--- config.mk ---
export PLATFORM = sky130hd
export DESIGN_NAME = camera_digital_io_lines
export DESIGN_NICKNAME = d
export VERILOG_FILES = /design/src/hdl/gpio_lines_pkg.sv /design/src/hdl/camera_digital_io_lines.sv
export SDC_FILE = /design/constraint.sdc
export NUM_CORES = 2
export LEC_CHECK = 0
export ABC_AREA = 1
export BUFFER_PORTS_ARGS = -buffer_cell sky130_fd_sc_hd__buf_2
export CORE_UTILIZATION = 55
export DETAILED_ROUTE_END_ITERATION = 6
export PLACE_DENSITY = 0.71
export REMOVE_ABC_BUFFERS = 1
export SLEW_MARGIN = 25
export SYNTH_ARGS = -nofsm -noshare
export SYNTH_HDL_FRONTEND = slang
export SYNTH_SLANG_ARGS = --single-unit
--- constraint.sdc ---
create_clock -name pclk -period 11.2 [get_ports pclk]
set_input_delay 2.24 -clock pclk [delete_from_list [all_inputs] [get_ports pclk]]
set_output_delay 2.24 -clock pclk [all_outputs]
set_load 0.02 [all_outputs]
--- src/hdl/gpio_lines_pkg.sv ---
package gpio_lines_pkg;

	localparam int NLINES = 4;
	localparam int NUSER  = 4;

	// clock rate and filter timing
	localparam int CLK_MHZ   = 125;
	localparam int US_PER_US = 1;
	localparam int CYC_W     = 39;
	localparam logic [CYC_W-1:0] CYC_PER_US =
		CYC_W'(CLK_MHZ * US_PER_US);

	// register byte addresses
	localparam logic [7:0] ADDR_LINE_SEL   = 8'h00;
	localparam logic [7:0] ADDR_LINE_DIR   = 8'h04;
	localparam logic [7:0] ADDR_RAIL_EN    = 8'h08;
	localparam logic [7:0] ADDR_INVERT     = 8'h0C;
	localparam logic [7:0] ADDR_LEVEL      = 8'h10;
	localparam logic [7:0] ADDR_ALL_LEVELS = 8'h14;
	localparam logic [7:0] ADDR_FILT_KIND  = 8'h18;
	localparam logic [7:0] ADDR_FILT_WIDTH = 8'h1C;
	localparam logic [7:0] ADDR_OUT_SRC    = 8'h20;
	localparam logic [7:0] ADDR_CIRCUIT    = 8'h24;
	localparam logic [7:0] ADDR_EXP_MODE   = 8'h28;
	localparam logic [7:0] ADDR_USER_SEL   = 8'h2C;
	localparam logic [7:0] ADDR_USER_VAL   = 8'h30;
	localparam logic [7:0] ADDR_USER_ALL   = 8'h34;

	typedef enum logic [4:0] {
		SRC_OFF      = 5'h00,
		SRC_LINE0    = 5'h01,
		SRC_LINE1    = 5'h02,
		SRC_LINE2    = 5'h03,
		SRC_LINE3    = 5'h04,
		SRC_USER0    = 5'h05,
		SRC_USER1    = 5'h06,
		SRC_USER2    = 5'h07,
		SRC_USER3    = 5'h08,
		SRC_CNT0_ACT = 5'h09,
		SRC_CNT1_ACT = 5'h0A,
		SRC_LOGIC0   = 5'h0B,
		SRC_LOGIC1   = 5'h0C,
		SRC_EXPOSING = 5'h0D,
		SRC_TRIG_RDY = 5'h0E,
		SRC_PPS      = 5'h0F,
		SRC_SERIAL0  = 5'h10
	} src_e;

	typedef enum logic {
		DIR_INPUT  = 1'b0,
		DIR_OUTPUT = 1'b1
	} dir_e;

	typedef enum logic {
		FILT_DEGLITCH = 1'b0,
		FILT_DEBOUNCE = 1'b1
	} filt_e;

	typedef enum logic [1:0] {
		CT_TRISTATE   = 2'h0,
		CT_OPTO       = 2'h1,
		CT_OPEN_DRAIN = 2'h2
	} circuit_e;

	typedef enum logic [1:0] {
		EXP_LINE1      = 2'h0,
		EXP_ANY_PIXELS = 2'h1,
		EXP_ALL_PIXELS = 2'h2
	} exp_mode_e;

	// per-line wiring facts: line 2 alone carries the power rail
	localparam logic [3:0] RAIL_CAPABLE = 4'h4;
	// circuit type per line, line 3 in the top two bits
	localparam logic [7:0] CIRCUIT_MAP  = 8'h25;

	// reset values
	localparam logic [3:0] DIR_RST      = 4'h0;
	localparam logic [4:0] SRC_RST      = 5'h00;
	localparam logic [1:0] EXP_MODE_RST = 2'h0;
	localparam logic [3:0] USER_RST     = 4'h0;

	typedef struct packed {
		logic [7:0]  paddr;
		logic        psel;
		logic        penable;
		logic        pwrite;
		logic [31:0] pwdata;
	} apb_req_s;

	typedef struct packed {
		logic [31:0] prdata;
		logic        pready;
		logic        pslverr;
	} apb_rsp_s;

	typedef struct packed {
		logic [1:0] counter_active;
		logic [1:0] logic_block_out;
		logic       exposing;
		logic       trigger_ready;
		logic       pps;
		logic       serial_tx;
	} int_src_s;

	typedef struct packed {
		logic [1:0]             sel;
		logic [3:0]             dir;
		logic [3:0]             rail;
		logic [3:0]             inv;
		logic [3:0]             fkind;
		logic [3:0][31:0]       wdg;
		logic [3:0][31:0]       wdb;
		logic [3:0][4:0]        src;
		logic [1:0]             exp_mode;
		logic [1:0]             usel;
		logic [3:0]             uout;
		logic [3:0]             s1;
		logic [3:0]             s2;
		logic [3:0]             s3;
		logic [3:0]             syn;
		logic [3:0]             dg;
		logic [3:0][CYC_W-1:0]  dgc;
		logic [3:0]             db;
		logic [3:0][CYC_W-1:0]  dbc;
		logic [3:0]             lvl;
		logic [3:0]             pin_val;
		logic [3:0]             pin_oe;
		logic [3:0]             rail_on;
		logic [31:0]            rdata;
	} state_s;

	function automatic logic [CYC_W-1:0] us_to_cyc(
		input logic [31:0] us
	);
		us_to_cyc = CYC_W'({7'h00, us} * CYC_PER_US);
	endfunction : us_to_cyc

endpackage : gpio_lines_pkg

--- src/hdl/camera_digital_io_lines.sv ---
`timescale 1ns/1ns
`default_nettype none

module camera_digital_io_lines
	import gpio_lines_pkg::*;
(
	// clock and reset
	input  wire logic        pclk,
	input  wire logic        presetn,
	// register bus
	input  wire apb_req_s    apb_req,
	output apb_rsp_s         apb_rsp,
	// internal signals offered as line sources
	input  wire int_src_s    int_src,
	// connector lines
	input  wire logic [3:0]  line_in,
	output logic      [3:0]  line_out,
	output logic      [3:0]  line_oe,
	output logic      [3:0]  rail_enable,
	// sensor side
	output logic      [1:0]  exposure_mode
);

	state_s q_r;
	state_s q_nxt;

	logic setup;
	logic access;
	logic wr;

	function automatic logic addr_ok(input logic [7:0] a);
		case (a)
			ADDR_LINE_SEL, ADDR_LINE_DIR, ADDR_RAIL_EN, ADDR_INVERT,
			ADDR_LEVEL, ADDR_ALL_LEVELS, ADDR_FILT_KIND,
			ADDR_FILT_WIDTH, ADDR_OUT_SRC, ADDR_CIRCUIT,
			ADDR_EXP_MODE, ADDR_USER_SEL, ADDR_USER_VAL,
			ADDR_USER_ALL: addr_ok = 1'b1;
			default: addr_ok = 1'b0;
		endcase
	endfunction : addr_ok

	function automatic logic src_pick(
		input logic [4:0] s,
		input logic [3:0] lvl,
		input logic [3:0] uout,
		input int_src_s   is
	);
		case (s)
			SRC_LINE0:    src_pick = lvl[0];
			SRC_LINE1:    src_pick = lvl[1];
			SRC_LINE2:    src_pick = lvl[2];
			SRC_LINE3:    src_pick = lvl[3];
			SRC_USER0:    src_pick = uout[0];
			SRC_USER1:    src_pick = uout[1];
			SRC_USER2:    src_pick = uout[2];
			SRC_USER3:    src_pick = uout[3];
			SRC_CNT0_ACT: src_pick = is.counter_active[0];
			SRC_CNT1_ACT: src_pick = is.counter_active[1];
			SRC_LOGIC0:   src_pick = is.logic_block_out[0];
			SRC_LOGIC1:   src_pick = is.logic_block_out[1];
			SRC_EXPOSING: src_pick = is.exposing;
			SRC_TRIG_RDY: src_pick = is.trigger_ready;
			SRC_PPS:      src_pick = is.pps;
			SRC_SERIAL0:  src_pick = is.serial_tx;
			default:      src_pick = 1'b0;
		endcase
	endfunction : src_pick

	function automatic logic [31:0] rd_mux(
		input state_s     s,
		input logic [7:0] a
	);
		logic [1:0] n;
		n = s.sel;
		case (a)
			ADDR_LINE_SEL:   rd_mux = {30'h0, s.sel};
			ADDR_LINE_DIR:   rd_mux = {31'h0, s.dir[n]};
			ADDR_RAIL_EN:    rd_mux = {31'h0, s.rail[n]};
			ADDR_INVERT:     rd_mux = {31'h0, s.inv[n]};
			ADDR_LEVEL:      rd_mux = {31'h0, s.lvl[n]};
			ADDR_ALL_LEVELS: rd_mux = {28'h0, s.lvl};
			ADDR_FILT_KIND:  rd_mux = {31'h0, s.fkind[n]};
			ADDR_FILT_WIDTH: rd_mux = s.fkind[n] ? s.wdb[n] : s.wdg[n];
			ADDR_OUT_SRC:    rd_mux = {27'h0, s.src[n]};
			ADDR_CIRCUIT:    rd_mux = {30'h0, CIRCUIT_MAP[2*n +: 2]};
			ADDR_EXP_MODE:   rd_mux = {30'h0, s.exp_mode};
			ADDR_USER_SEL:   rd_mux = {30'h0, s.usel};
			ADDR_USER_VAL:   rd_mux = {31'h0, s.uout[s.usel]};
			ADDR_USER_ALL:   rd_mux = {28'h0, s.uout};
			default:         rd_mux = 32'h0000_0000;
		endcase
	endfunction : rd_mux

	assign setup  = apb_req.psel & ~apb_req.penable;
	assign access = apb_req.psel & apb_req.penable;
	assign wr     = access & apb_req.pwrite & addr_ok(apb_req.paddr);

	// zero wait states; read data was captured in the setup cycle
	assign apb_rsp.pready  = 1'b1;
	assign apb_rsp.pslverr = access & ~addr_ok(apb_req.paddr);
	assign apb_rsp.prdata  = q_r.rdata;

	assign line_out      = q_r.pin_val;
	assign line_oe       = q_r.pin_oe;
	assign rail_enable   = q_r.rail_on;
	assign exposure_mode = q_r.exp_mode;

	always_comb begin
		logic [1:0]       n;
		logic [31:0]      d;
		logic [CYC_W-1:0] cg;
		logic [CYC_W-1:0] cb;
		logic             v;
		n  = q_r.sel;
		d  = apb_req.pwdata;
		cg = '0;
		cb = '0;
		v  = 1'b0;
		q_nxt = q_r;

		// register writes take effect at the access edge
		if (wr) begin
			case (apb_req.paddr)
				ADDR_LINE_SEL:  q_nxt.sel = d[1:0];
				ADDR_LINE_DIR:  q_nxt.dir[n] = d[0];
				ADDR_RAIL_EN:   q_nxt.rail[n] = d[0] & RAIL_CAPABLE[n];
				ADDR_INVERT:    q_nxt.inv[n] = d[0];
				ADDR_FILT_KIND: q_nxt.fkind[n] = d[0];
				ADDR_FILT_WIDTH: begin
					if (q_r.fkind[n] == FILT_DEBOUNCE)
						q_nxt.wdb[n] = d;
					else
						q_nxt.wdg[n] = d;
				end
				ADDR_OUT_SRC:   q_nxt.src[n] = d[4:0];
				ADDR_EXP_MODE:  q_nxt.exp_mode = d[1:0];
				ADDR_USER_SEL:  q_nxt.usel = d[1:0];
				ADDR_USER_VAL:  q_nxt.uout[q_r.usel] = d[0];
				ADDR_USER_ALL:  q_nxt.uout = d[3:0];
				default: ;
			endcase
		end

		// reads sample the line state at the setup cycle only
		if (setup)
			q_nxt.rdata = rd_mux(q_r, apb_req.paddr);

		// pins are asynchronous; accept a level once two stages agree
		q_nxt.s1 = line_in;
		q_nxt.s2 = q_r.s1;
		q_nxt.s3 = q_r.s2;
		for (int i = 0; i < NLINES; i++) begin
			if (q_r.s2[i] == q_r.s3[i])
				q_nxt.syn[i] = q_r.s3[i];
		end

		for (int i = 0; i < NLINES; i++) begin
			cg = us_to_cyc(q_r.wdg[i]);
			cb = us_to_cyc(q_r.wdb[i]);

			// deglitch: new level must hold for the full width
			if (q_r.syn[i] == q_r.dg[i]) begin
				q_nxt.dgc[i] = '0;
			end else if (q_r.dgc[i] + 1'b1 >= cg) begin
				q_nxt.dg[i]  = q_r.syn[i];
				q_nxt.dgc[i] = '0;
			end else begin
				q_nxt.dgc[i] = q_r.dgc[i] + 1'b1;
			end

			// debounce sits behind deglitch; first edge passes at once
			if (q_r.dbc[i] != '0) begin
				q_nxt.dbc[i] = q_r.dbc[i] - 1'b1;
			end else if (q_r.dg[i] != q_r.db[i]) begin
				q_nxt.db[i]  = q_r.dg[i];
				q_nxt.dbc[i] = cb;
			end

			// output path; source only matters in output direction
			v = src_pick(q_r.src[i], q_r.lvl, q_r.uout, int_src)
				^ q_r.inv[i];
			if (q_r.dir[i] == DIR_OUTPUT) begin
				q_nxt.lvl[i] = v;
				if (CIRCUIT_MAP[2*i +: 2] == CT_OPEN_DRAIN) begin
					// can only sink; high comes from the external pull-up
					q_nxt.pin_val[i] = 1'b0;
					q_nxt.pin_oe[i]  = ~v;
				end else begin
					q_nxt.pin_val[i] = v;
					q_nxt.pin_oe[i]  = 1'b1;
				end
			end else begin
				q_nxt.lvl[i]     = q_r.db[i] ^ q_r.inv[i];
				q_nxt.pin_val[i] = 1'b0;
				q_nxt.pin_oe[i]  = 1'b0;
			end
			// rail switching is slow in the pad; here it is a level
			q_nxt.rail_on[i] = q_r.rail[i] & RAIL_CAPABLE[i];
		end
	end

	always_ff @(posedge pclk or negedge presetn) begin
		if (!presetn) begin
			q_r          <= '0;
			q_r.dir      <= DIR_RST;
			q_r.src      <= {NLINES{SRC_RST}};
			q_r.exp_mode <= EXP_MODE_RST;
			q_r.uout     <= USER_RST;
		end else begin
			q_r <= q_nxt;
		end
	end

endmodule : camera_digital_io_lines

`default_nettype wire

==> run metrics <==
status completed; slowest CP cell fa_1; Worst Hold Class reg2reg; hold_buf cts 0; grt total ovfl 0; Netlist cell types 68; postcts setup bufs 0; Yosys reg bits 682; first-pass GRT wire length 425 mm; Seq/Total Area, Yosys 19.8%; GPL Wtd Cong 1.01; critical path peak fanout 39; Buf+Inv Stages, Crit Path 3; synthesized area per cell 7.74 um^2; Synth warnings 0; Post-synth EDFFs 0; Synth-to-Final Area Change 6.06%; number of global-route vias before repair 73875; CP most frequent cell nor2_1; die width 398 um; Inserted Clock Buffers 86; maximum capacitance violations 0; Pre-antenna DRT Iters 6; Filler Cell Count 14327; Final Instance Count excl. Fillers 13320; Core Region 155000 um^2; Critical Path Sink Type register; TritonCTS clock tree built; Vias per Instance 5.61; Starting Density 55.7%; Post-CTS Resized 0; DP Wirelength 226 mm; Die ar. 158000 um^2; Fin. Hold Viols 0; pin count of the biggest net entering global routing 155; pwr dens 66.6 nW/um^2; Port Buffer Count 99; clock sinks 682; share of layout cells above drive strength 1 3.40%; Max Slew Vio Count 0; H-Tree Level Count 3; type of the worst setup path reg2reg; WL final 273 mm; most common cell after layout, fill and taps aside nand2_1; worst-margin pin slew 1.21 ns; Clock Skew 0.0410 ns; clock latency on the worst-skew pair 0.73 ns; setup violators final 0; 1st-iter DRT viols 7028; Chip Height 398 um; NumNets Final 13039; most frequent cells in the layout 2270 x nand2_1, 2241 x inv_1, 1126 x nor2_1; mapped cell area 86300 um^2; clock tree root driver cell clkbuf_16; WL/cell 20.5 um; post-route ant nets 0; Worst Path Arrival 7.43 ns; Period minus WS final 6.80 ns; FP Rows 144; DR vias 74725; Final period util 60.7%; CP required 11.83 ns; CTS clk-pin slew, worst paths 0.06 ns; setup_tns 0 ns; IO Count 105; Syn Inst Count 11154; Main synth FF type dfrtp_1; Max Clk Rate 0.147 GHz; Inst Count DP 13150; initial antenna violation count 18; leakage 48.8 nW; unrepaired setup endpoints after global routing false; DRC violations left 0; Clock Path Buffers 3; max incr delay on CP 0.53 ns; ys async rst share 100%; family with the most delay on the worst path adder cells; Worst setup SP type register; maximum VDD drop 0.111 mV; GRT Total Usage 34.8%; worst path cell trace inv_1 > fa_1 > fa_1 > fa_1 > fa_1 > inv_1 > ha_1 > a21oi_1 > a21boi_0 > nor2_1 > nor2_1 > o21ai_0 > a21oi_1 > xor2_1 > ha_1 > a21oi_1 > o21a_1 > nor2_1 > nor2_1 > nor2_1 > nor3_1 > nand3_1 > buf_4 > nor2_1; slew margin rel. 17.9%
[worst register-to-register path: cells and delay by family (launching register included)]
family          cells  cell delay [ns]
fa+ha+maj           6             2.69
compound gates      6             1.32
simple gates        8             1.09
buf+inv             3             0.73
flops               1             0.47
xor+xnor            1             0.44
[path summary, 6_finish.rpt]
path | cells past startpoint | startpoint | slack (ns) | endpoint
min | 0 | q_nxt[378]$_DFF_PN0_ | 0.35 | q_nxt[374]$_DFF_PN0_
min reg2reg | 0 | q_nxt[378]$_DFF_PN0_ | 0.35 | q_nxt[374]$_DFF_PN0_
max in group asynchronous | 3 | presetn | 7.32 | q_r[374]$_DFF_PN0_
min in group asynchronous | 1 | presetn | 1.51 | q_r[123]$_DFFE_PN0P_
max | 24 | q_r[643]$_DFFE_PN0P_ | 4.40 | q_r[325]$_DFF_PN0_
max reg2reg | 24 | q_r[643]$_DFFE_PN0P_ | 4.40 | q_r[325]$_DFF_PN0_
[logic make-up (layout without fill, tap and decap cells)]
| logic type | Yosys count | in the layout | synth area share [%] |
|---|---|---|---|
| flip-flops | 682 | 682 | 19.8 |
| buffers and inverters | 2453 | 2562 | 11.3 |
| multiplexers | 2 | 2 | 0.0261 |
| XOR/XNOR | 443 | 443 | 4.50 |
| AND/OR/NAND/NOR | 4362 | 4362 | 21.2 |
| adder cells (fa/ha/maj) | 1792 | 1792 | 34.1 |
| AO/OA/AOI/OAI | 1418 | 1418 | 9.10 |
| other | 2 | 15 | 0.00870 |
[layout make-up]
type,instances,area (um^2),area share [%]
multi-input combinational,8022,59600,65.1
sequential,682,17100,18.6
inverter,2256,8470,9.25
antenna,10,25.0,0.0273
clock buffer,120,2440,2.67
clock inverter,40,548,0.599
timing repair buffer,146,875,0.956
tap,2044,2560,2.79
[sequential cells by signal, indices dropped and copies added (netlist names)]
name and flops:
rail_enable 1, apb_rsp 32, line_out 3, exposure_mode 2, line_oe 4, q_nxt 9, q_r 631
[cell usage after synthesis (23+ instances only)]
library cell | count | area, um^2
a211oi_1 | 25 | 188
a21o_1 | 25 | 188
a21oi_1 | 543 | 2720
a22oi_1 | 35 | 263
buf_2 | 39 | 195
buf_4 | 63 | 473
buf_6 | 35 | 394
clkbuf_1 | 56 | 210
dfrtp_1 | 682 | 17100
fa_1 | 936 | 18700
ha_1 | 852 | 10700
inv_1 | 2243 | 8420
nand2_1 | 2271 | 8520
nand3_1 | 475 | 2380
nand3b_1 | 36 | 270
nand4_1 | 171 | 1070
nor2_1 | 1128 | 4230
nor3_1 | 154 | 771
nor4_1 | 31 | 194
o211ai_1 | 23 | 173
o21ai_0 | 297 | 1490
o21ai_1 | 254 | 1270
o21bai_1 | 33 | 248
o22ai_1 | 76 | 475
or2_2 | 24 | 150
xnor2_1 | 164 | 1440
xor2_1 | 279 | 2440
[metal layers]
metal / routed length [um] / vias to the layer above / GRT usage [%]
li1: - / 35123 / -
met1: 114000 / 36238 / 46.4
met2: 121000 / 2772 / 54.3
met3: 24900 / 574 / 8.41
met4: 12700 / 18 / 14.5
met5: 138 / - / 0
[through the flow]
step / area (um^2) / utilization [%] / hold WS [ns] / total power (W) / setup slack (ns)
finish: 91500 / 59.1 / 0.347 / 0.00609 / 4.40
global placement: 88500 / 57.1 / 0.334 / 0.00311 / 4.69
detailed placement: 88500 / 57.1 / 0.336 / 0.00312 / 4.60
global route: 91500 / 59.1 / 0.349 / 0.00627 / 4.16
CTS: 91500 / 59.0 / 0.349 / 0.00613 / 4.59
floorplan: 85000 / - / 0.331 / 0.00287 / 5.32
[power by group]
part / switching [W] / total [W] / internal (W) / leakage [nW]
logic: 0.000374 / 0.000503 / 0.000129 / 38.1
clock network: 0.00126 / 0.00301 / 0.00175 / 1.45
registers: 0.0000668 / 0.00258 / 0.00251 / 9.32
(Power assumes the default switching activity.)
